## config.mk

```make
export PLATFORM = sky130hd
export DESIGN_NAME = crp_readback
export DESIGN_NICKNAME = d
export VERILOG_FILES = /design/src/shared/crp_pkg.sv /design/src/rtl/crp_sync.sv /design/src/rtl/crp_readback.sv
export SDC_FILE = /design/constraint.sdc
export NUM_CORES = 1
export LEC_CHECK = 0
export ABC_CLOCK_PERIOD_IN_PS = 2600
export BUFFER_PORTS_ARGS = -buffer_cell sky130_fd_sc_hd__buf_2
export CAP_MARGIN = 20
export CELL_PAD_IN_SITES_DETAIL_PLACEMENT = 0
export CELL_PAD_IN_SITES_GLOBAL_PLACEMENT = 1
export CORE_AREA = 2 2 129 131
export DETAILED_ROUTE_END_ITERATION = 12
export DIE_AREA = 0 0 131 133
export PLACE_DENSITY_LB_ADDON = 0.12
export SYNTH_ARGS = -nofsm -noshare
export SYNTH_HDL_FRONTEND = slang
export SYNTH_HIERARCHICAL = 1
export SYNTH_SLANG_ARGS = --single-unit
```

## constraint.sdc

```tcl
create_clock -name sys_clk -period 2.6 [get_ports sys_clk]
set_clock_uncertainty 0.2 [all_clocks]
set_input_delay 0.78 -clock sys_clk [delete_from_list [all_inputs] [get_ports sys_clk]]
set_output_delay 0.78 -clock sys_clk [all_outputs]
set_load 0.03 [all_outputs]
```

## src/shared/crp_pkg.sv

```systemverilog
// Constants and state types for the conversion readback port.
package crp_pkg;
  localparam int          SYS_CLK_PERIOD_NS      = 100;
  localparam int          MASTER_CLOCK_PERIOD_NS = 100;
  localparam int          PRE_STROBE_PERIODS     = 1;
  localparam int          PRE_STROBE_CYCLES      =
    (PRE_STROBE_PERIODS * MASTER_CLOCK_PERIOD_NS + SYS_CLK_PERIOD_NS - 1) / SYS_CLK_PERIOD_NS;
  localparam int          WORD_BITS   = 32;
  localparam int          RES_BITS    = 24;
  localparam int          SUF_BITS    = 8;
  localparam int          CNT_W       = 6;
  localparam int          SYNC_W      = 2;
  localparam logic [5:0]  WORD_LEN    = 6'h20;
  localparam logic [5:0]  CNT_RST     = 6'h00;
  localparam logic [31:0] WORD_RST    = 32'h00000000;
  localparam logic [7:0]  CRC_POLY    = 8'h07;
  localparam logic [7:0]  CRC_INIT    = 8'h00;
  // Status byte layout.
  localparam int          ST_SUMMARY  = 7;
  localparam int          ST_ERR_HI   = 6;
  localparam int          ST_ERR_LO   = 1;
  localparam int          ST_POR      = 0;
  localparam int          ERR_W       = 6;
  localparam logic        SDO_RESET   = 1'b0;
  localparam logic        POR_PINMODE = 1'b1;

  typedef struct packed {
    logic [31:0] pend;
    logic        pend_v;
    logic [31:0] word;
    logic [5:0]  cnt;
    logic        armed;
    logic        sdo;
    logic        sdo_oe;
    logic        strobe;
    logic        sclk_prev;
    logic        flag;
  } crp_state_t;
endpackage

```

## src/rtl/crp_sync.sv

```systemverilog
// Two flip-flop synchroniser for pin inputs.
`timescale 1ns/1ps
module crp_sync
  import crp_pkg::*;
(
  // Clock and reset
  input  wire logic              sys_clk,
  input  wire logic              rst_n,
  // Pins in, synchronised levels out
  input  wire logic [SYNC_W-1:0] async_in,
  output logic      [SYNC_W-1:0] sync_out
);
  logic [SYNC_W-1:0] meta_ff;

  always_ff @(posedge sys_clk) begin
    if (!rst_n) begin
      // Both pins idle high, so a low reset value would fake a select and an edge.
      meta_ff  <= '1;
      sync_out <= '1;
    end else begin
      meta_ff  <= async_in;
      sync_out <= meta_ff;
    end
  end
endmodule

```

## src/rtl/crp_readback.sv

```systemverilog
// Conversion readback port: 32-bit result word shifted out on the serial clock.
`timescale 1ns/1ps
// Summary of operation
// - Pin mode forces continuous readback.
// - Shift 24 result bits plus eight suffix.
// - Pin mode suffix is always status.
// - Last bit held until next conversion (addressed mode) or strobe.
// - Output resets on strobe rising edge.
// - MSB on first falling serial clock edge.
// - Pin mode final bit always one.
// - Ready flag on continuous or short readback.
// - Ready flag arms readback only in continuous mode.
// - Addressed mode resets output one cycle early.
// - Summary error is OR of others.
// - Pin mode power-on flag reads one.
module crp_readback
  import crp_pkg::*;
(
  // Clock and reset
  input  wire logic                sys_clk,
  input  wire logic                rst_n,
  // Converter side
  input  wire logic                conv_valid,
  input  wire logic [RES_BITS-1:0] conv_data,
  input  wire logic [ERR_W-1:0]    err_flags,
  input  wire logic                por_flag,
  // Mode straps and controls
  input  wire logic                pin_mode,
  input  wire logic                cont_mode,
  input  wire logic                crc_sel,
  input  wire logic                read_req,
  // Serial pins and sample ready strobe
  input  wire logic                sclk,
  input  wire logic                cs_n,
  output logic                     sdo,
  output logic                     sdo_oe,
  output logic                     sample_ready_strobe
);
  crp_state_t        s_ff;
  crp_state_t        nxt_s;
  logic [SYNC_W-1:0] pins_sync;
  logic              sclk_s;
  logic              cs_n_s;
  logic              cont_eff;
  logic              sclk_fall;
  logic [7:0]        status_b;
  logic [7:0]        suffix;

  crp_sync u_sync (
    .sys_clk  (sys_clk),
    .rst_n    (rst_n),
    .async_in ({cs_n, sclk}),
    .sync_out (pins_sync)
  );

  function automatic logic [7:0] crc8(input logic [RES_BITS-1:0] d);
    logic [7:0] c;
    c = CRC_INIT;
    for (int i = RES_BITS - 1; i >= 0; i--) begin
      c = (c[7] ^ d[i]) ? ({c[6:0], 1'b0} ^ CRC_POLY) : {c[6:0], 1'b0};
    end
    return c;
  endfunction

  assign sclk_s    = pins_sync[0];
  assign cs_n_s    = pins_sync[1];
  assign cont_eff  = pin_mode | cont_mode;
  assign sclk_fall = s_ff.sclk_prev & ~sclk_s;

  // The suffix byte is built from the levels present when the conversion arrives.
  always_comb begin
    status_b                     = '0;
    status_b[ST_ERR_HI:ST_ERR_LO] = err_flags;
    status_b[ST_SUMMARY]         = |err_flags;
    status_b[ST_POR]             = pin_mode ? POR_PINMODE : por_flag;
    suffix = (crc_sel && !pin_mode) ? crc8(conv_data) : status_b;
  end

  // A new conversion is parked for one cycle, then copied into the shift word
  // while the strobe pulses and the bit count restarts, even in the middle of a readback.
  always_comb begin
    nxt_s           = s_ff;
    nxt_s.sclk_prev = sclk_s;
    nxt_s.strobe    = 1'b0;
    nxt_s.sdo_oe    = ~cs_n_s;
    if (conv_valid) begin
      nxt_s.pend   = {conv_data, suffix};
      nxt_s.pend_v = 1'b1;
      nxt_s.flag   = cont_eff | (s_ff.cnt != WORD_LEN);
      if (!cont_eff) begin
        nxt_s.sdo   = SDO_RESET;
        nxt_s.armed = 1'b0;
      end
    end else if (s_ff.pend_v) begin
      nxt_s.pend_v = 1'b0;
      nxt_s.strobe = 1'b1;
      nxt_s.word   = s_ff.pend;
      nxt_s.cnt    = CNT_RST;
      nxt_s.sdo    = SDO_RESET;
      nxt_s.armed  = cont_eff & s_ff.flag;
    end else if (cs_n_s) begin
      // Deselecting clears the bit count so a host can regain alignment.
      nxt_s.cnt = CNT_RST;
    end else begin
      if (read_req && !cont_eff) begin
        nxt_s.armed = 1'b1;
        nxt_s.cnt   = CNT_RST;
      end
      if (sclk_fall && s_ff.armed && s_ff.cnt != WORD_LEN) begin
        nxt_s.sdo = s_ff.word[WORD_BITS - 1 - int'(s_ff.cnt)];
        nxt_s.cnt = s_ff.cnt + 6'h01;
      end
    end
  end

  always_ff @(posedge sys_clk) begin
    if (!rst_n) begin
      s_ff <= '{pend: WORD_RST, pend_v: 1'b0, word: WORD_RST, cnt: CNT_RST,
                armed: 1'b0, sdo: SDO_RESET, sdo_oe: 1'b0, strobe: 1'b0,
                sclk_prev: 1'b0, flag: 1'b0};
    end else begin
      s_ff <= nxt_s;
    end
  end

  assign sdo                 = s_ff.sdo;
  assign sdo_oe              = s_ff.sdo_oe;
  assign sample_ready_strobe = s_ff.strobe;

  // Checks.
  strobe_reset_a: assert property (@(posedge sys_clk) disable iff (!rst_n)
    $rose(sample_ready_strobe) |-> sdo == SDO_RESET && s_ff.cnt == CNT_RST)
    else $error("output not reset at strobe");
  early_reset_a: assert property (@(posedge sys_clk) disable iff (!rst_n)
    conv_valid && !cont_eff |=> sdo == SDO_RESET ##1 sample_ready_strobe)
    else $error("addressed output not reset one cycle early");
  msb_first_a: assert property (@(posedge sys_clk) disable iff (!rst_n)
    s_ff.armed && !cs_n_s && sclk_fall && s_ff.cnt == CNT_RST && !conv_valid
    && !s_ff.pend_v |=> sdo == s_ff.word[WORD_BITS-1] && s_ff.cnt == 6'h01)
    else $error("msb not first");
  hold_last_a: assert property (@(posedge sys_clk) disable iff (!rst_n)
    s_ff.cnt == WORD_LEN && !conv_valid && !s_ff.pend_v |=> $stable(sdo))
    else $error("last bit not held");
  pin_last_one_a: assert property (@(posedge sys_clk) disable iff (!rst_n)
    conv_valid && pin_mode |=> s_ff.pend[0] == 1'b1)
    else $error("pin mode last bit not one");
  pin_status_a: assert property (@(posedge sys_clk) disable iff (!rst_n)
    conv_valid && pin_mode |=> s_ff.pend[SUF_BITS-1:0] == $past(status_b))
    else $error("pin mode suffix not status");
  summary_or_a: assert property (@(posedge sys_clk) disable iff (!rst_n)
    status_b[ST_SUMMARY] == (status_b[ST_ERR_HI:ST_ERR_LO] != '0))
    else $error("summary bit wrong");
  pin_cont_a: assert property (@(posedge sys_clk) disable iff (!rst_n)
    s_ff.pend_v && !conv_valid && pin_mode |=> s_ff.armed)
    else $error("pin mode not continuous");
  ready_cont_a: assert property (@(posedge sys_clk) disable iff (!rst_n)
    s_ff.pend_v && !conv_valid && !cont_eff |=> !s_ff.armed)
    else $error("ready in addressed mode");
  word_pass_a: assert property (@(posedge sys_clk) disable iff (!rst_n)
    conv_valid |=> s_ff.pend[WORD_BITS-1:SUF_BITS] == $past(conv_data))
    else $error("result not in word");

  // The drive enable follows the synchronised select with one register of delay.
  oe_on_a: assert property (@(posedge sys_clk) disable iff (!rst_n)
    !cs_n_s |=> sdo_oe)
    else $error("drive enable not raised");
  oe_off_a: assert property (@(posedge sys_clk) disable iff (!rst_n)
    cs_n_s |=> !sdo_oe)
    else $error("drive enable not dropped");
  strobe_pulse_a: assert property (@(posedge sys_clk) disable iff (!rst_n)
    sample_ready_strobe |=> !sample_ready_strobe)
    else $error("strobe wider than one cycle");
  strobe_delay_a: assert property (@(posedge sys_clk) disable iff (!rst_n)
    conv_valid ##1 !conv_valid |=> sample_ready_strobe)
    else $error("strobe missing after conversion");
  count_cap_a: assert property (@(posedge sys_clk) disable iff (!rst_n)
    s_ff.cnt <= WORD_LEN)
    else $error("bit count beyond word");
  shift_step_a: assert property (@(posedge sys_clk) disable iff (!rst_n)
    s_ff.armed && !cs_n_s && sclk_fall && s_ff.cnt != WORD_LEN && !conv_valid
    && !s_ff.pend_v |=> s_ff.cnt == $past(s_ff.cnt) + 6'h01)
    else $error("shift did not advance count");
  word_load_a: assert property (@(posedge sys_clk) disable iff (!rst_n)
    s_ff.pend_v && !conv_valid |=> s_ff.word == $past(s_ff.pend))
    else $error("shift word not loaded");
  crc_suffix_a: assert property (@(posedge sys_clk) disable iff (!rst_n)
    conv_valid && crc_sel && !pin_mode
    |=> s_ff.pend[SUF_BITS-1:0] == crc8($past(conv_data)))
    else $error("crc suffix wrong");
  desel_clear_a: assert property (@(posedge sys_clk) disable iff (!rst_n)
    cs_n_s && !conv_valid && !s_ff.pend_v |=> s_ff.cnt == CNT_RST)
    else $error("count not cleared when deselected");
  unarmed_hold_a: assert property (@(posedge sys_clk) disable iff (!rst_n)
    !s_ff.armed && !conv_valid && !s_ff.pend_v |=> $stable(sdo))
    else $error("output moved while not armed");
  ready_flag_a: assert property (@(posedge sys_clk) disable iff (!rst_n)
    conv_valid && cont_eff |=> s_ff.flag)
    else $error("ready flag not set in continuous mode");
  addr_arm_a: assert property (@(posedge sys_clk) disable iff (!rst_n)
    read_req && !cont_eff && !conv_valid && !s_ff.pend_v && !cs_n_s |=> s_ff.armed)
    else $error("addressed read not armed");
  pin_por_a: assert property (@(posedge sys_clk) disable iff (!rst_n)
    conv_valid && pin_mode |=> s_ff.pend[ST_POR] == POR_PINMODE)
    else $error("pin mode power-on bit not one");

  full_read_c: cover property (@(posedge sys_clk) disable iff (!rst_n)
    s_ff.cnt == WORD_LEN ##1 sample_ready_strobe);
  addressed_c: cover property (@(posedge sys_clk) disable iff (!rst_n)
    read_req && !cont_eff ##[1:400] s_ff.cnt == WORD_LEN);
  crc_c: cover property (@(posedge sys_clk) disable iff (!rst_n)
    conv_valid && crc_sel && !pin_mode);
  // A partial read cut short by deselect, and a full read under pin control.
  recover_c: cover property (@(posedge sys_clk) disable iff (!rst_n)
    !cs_n_s && s_ff.cnt != CNT_RST && s_ff.cnt != WORD_LEN ##1 cs_n_s);
  pin_read_c: cover property (@(posedge sys_clk) disable iff (!rst_n)
    pin_mode && s_ff.cnt == WORD_LEN);
endmodule

```

==> flow_summary.ini <==
[run_status]
outcome = complete, no violations

[cts]
clk_path_buf_depth = 2
cts_buffers = 9
clock-root-buffer = clkbuf_16
cts_resized = 0
cts_tree = yes
clk_latency_ns = 0.34
ctsHtreeMaxLevel = 3
holdBufCountCts = 0
clk_pin_slew_ns = 0.06
clock-sinks = 81
cts_setup_buffers = 0

[global_routing]
grt_pass1_wl_mm = 16.8
grt_usage_pct = 13.0
grt_pass1_vias = 2941
grt.overflow.total = 0
grt_max_degree = 40
antenna_found_initial = 0

[floorplanning]
die_y_um = 133
core_mm2 = 0.0162
rows = 47
io_pins = 43
dieArea_mm2 = 0.0174
start_util_pct = 24.4
dieWidth_um = 131

[synthesis]
ys_types = 38
synth.cell_area_mm2 = 0.00395
avgSynthCellArea_um2 = 10.0
synthesis.nets = 437
synthArstFlopShare_pct = 0
syn_inst = 395
synth-main-ff-cell = dfxtp_1
synth_edf_count = 0
yosysWarnings = 6
ys_seq_area_share_pct = 41.0
synth-seq-cells = 81

[final_layout]
finalNetCount = 503
final_common_cell = dfxtp_1
layout.cells.most_common_list = dfxtp_1 (81), nand2_1 (72), buf_2 (42)
final_cell_area_mm2 = 0.00497
drive_gt1_share_pct = 23.4
area_growth_pct = 25.7
register_area_mm2 = 0.00162
nFillCells = 1714
multi_input_area_mm2 = 0.00221
diodes = 0

[routing]
wl_per_cell_um = 15.3
final_antenna_net_count = 0
drc = 0
first_pass_iters = 4
wirelength_mm = 10.5
vias = 2859
drt_iter0_drc = 109
vias_per_cell = 4.17

[power_and_ir_drop]
p_clk_share_pct = 39.2
p_leak_nw = 2.01
switchingPower_uw = 867
switching_share_pct = 25.8
finalPower_mw = 3.36
pwr-share-comb_pct = 21.3
p_seq_share_pct = 39.4
powerDensity_mw_per_mm2 = 677
internal_power_mw = 2.49
ir_worst_vdd_mv = 0.279

[setup_path]
crit_fanout = 3
slowest_stage = xnor2_1
cp.required_ns = 2.63
worst_setup_path_start_kind = primary input
slowest_delay_ns = 0.30
path_delay_family = XOR/XNOR gates
crit_top_cell = buf_4
path_cells = buf_2, buf_4, xnor2_1, buf_4, xnor3_1, xnor2_1, buf_4, o21ai_0, mux2i_1, nor2b_1
cp.buffers_inverters = 4
crit_path_end_kind = flip-flop
crit_type = primary input to flip-flop
crit_arrival_ns = 2.42

[timing]
min_period_over_period_pct = 92.0
tightest_slew_ns = 0.622
rsz0062_at_grt = no
slew_viol_final = 0
timing.hold.ws_ns = 0.209
finalSetupViolations = 0
finalWorstSetupSlack_ns = 0.209
clock.fmax_ghz = 0.418
fin_crit_ns = 2.39
slew_headroom_pct = 58.5
hold_violations = 0

[placed_design]
dp.final_hpwl_mm = 7.61
place_area_mm2 = 0.00466
pre_cts_ws_ns = -0.212
port_buffers = 42
place_congestion = 0.753

[job]
maxCapViolations = 0

[hold_path]
hp-class = flip-flop to flip-flop
[flip-flops by register name, indices dropped and copies added, names as in the netlist]
signal               flops
sdo_oe                   1
u_sync/meta_ff           2
sdo                      1
u_sync/sync_out          2
s_ff                    74
sample_ready_strobe      1
[area by class of cell]
cell class / instances / share of cell area (%)
multi-input cells: 285 / 44.6
clock buffers: 12 / 5.16
well taps: 220 / 5.54
repair buffers: 80 / 10.7
flip-flops and latches: 81 / 32.6
clock inverters: 4 / 1.03
inverters: 4 / 0.302
[Yosys cell counts, types with 2 or more instances]
cell / instances / area share (%)
xnor2_1: 28 / 6.2
xor2_1: 9 / 2.0
xnor3_1: 11 / 6.3
mux2i_1: 28 / 7.1
nand4_1: 2 / 0.32
a211oi_1: 2 / 0.38
inv_1: 4 / 0.38
dfxtp_1: 81 / 41
nand2b_1: 10 / 1.6
buf_2: 4 / 0.51
xnor2_2: 2 / 0.82
and2_1: 3 / 0.48
o21ai_0: 6 / 0.76
o211ai_1: 4 / 0.76
nor2b_1: 28 / 4.4
ha_1: 2 / 0.63
nand2_1: 72 / 6.8
clkbuf_1: 19 / 1.8
mux4_2: 10 / 5.7
a21boi_0: 34 / 6.5
nor2_1: 13 / 1.2
a21oi_1: 7 / 0.89
[layer usage]
| metal | vias to the layer above | global-route usage (%) | routed length (µm) |
|---|---|---|---|
| li1 | 1468 | - | - |
| met3 | 11 | 2.43 | 220 |
| met1 | 1348 | 17.5 | 5170 |
| met2 | 32 | 20.7 | 4920 |
| met5 | - | 0 | 0 |
| met4 | 0 | 4.43 | 147 |
[logic make-up after synthesis]
family,count (synthesis),share of synthesized area (%)
AOI/OAI and AO/OA,60,10.7
xor gates and xnor gates,51,16.0
and+or+nand+nor,134,15.9
DFF,81,41.0
buffers and inverters,29,2.98
adders and majority gates,2,0.633
muxes,38,12.8
[worst reg2reg max path, delay by kind of cell (launching register included)]
family	cells	cell delay (ns)
and+or+nand+nor	3	0.77
DFF	1	0.51
AOI/OAI and AO/OA	3	0.47
buffers and inverters	1	0.18
[power by group through the flow]
stage / clock network [mW] / registers [mW] / logic [mW]
6_report: 1.32 / 1.33 / 0.717
5_1_grt: 1.42 / 1.33 / 0.778
4_1_cts: 1.37 / 1.33 / 0.736
3_5_place_dp: 0 / 1.35 / 0.733
3_3_place_gp: 0 / 1.35 / 0.731
2_1_floorplan: 0 / 1.34 / 0.447
[metrics by stage]
stage,TNS [ns],utilization [%],std cells
after CTS,0,30.7,686
after detailed placement,-0.773,28.8,670
final,0,30.7,686
after global routing,0,30.7,686
after floorplan,0,-,395
after global placement,-0.678,28.8,670
[final timing paths]
kind              cells past startpoint  slack (ns)                  to              start
hold / removal                        1        0.21  u_sync/sync_out[1]  u_sync/meta_ff[1]
hold reg to reg                       1        0.21  u_sync/sync_out[1]  u_sync/meta_ff[1]
setup / recovery                     10        0.21            s_ff[50]      conv_data[19]
setup reg to reg                      7        0.40            s_ff[11]            s_ff[9]
Note: power is estimated with default switching activity, not from simulation.
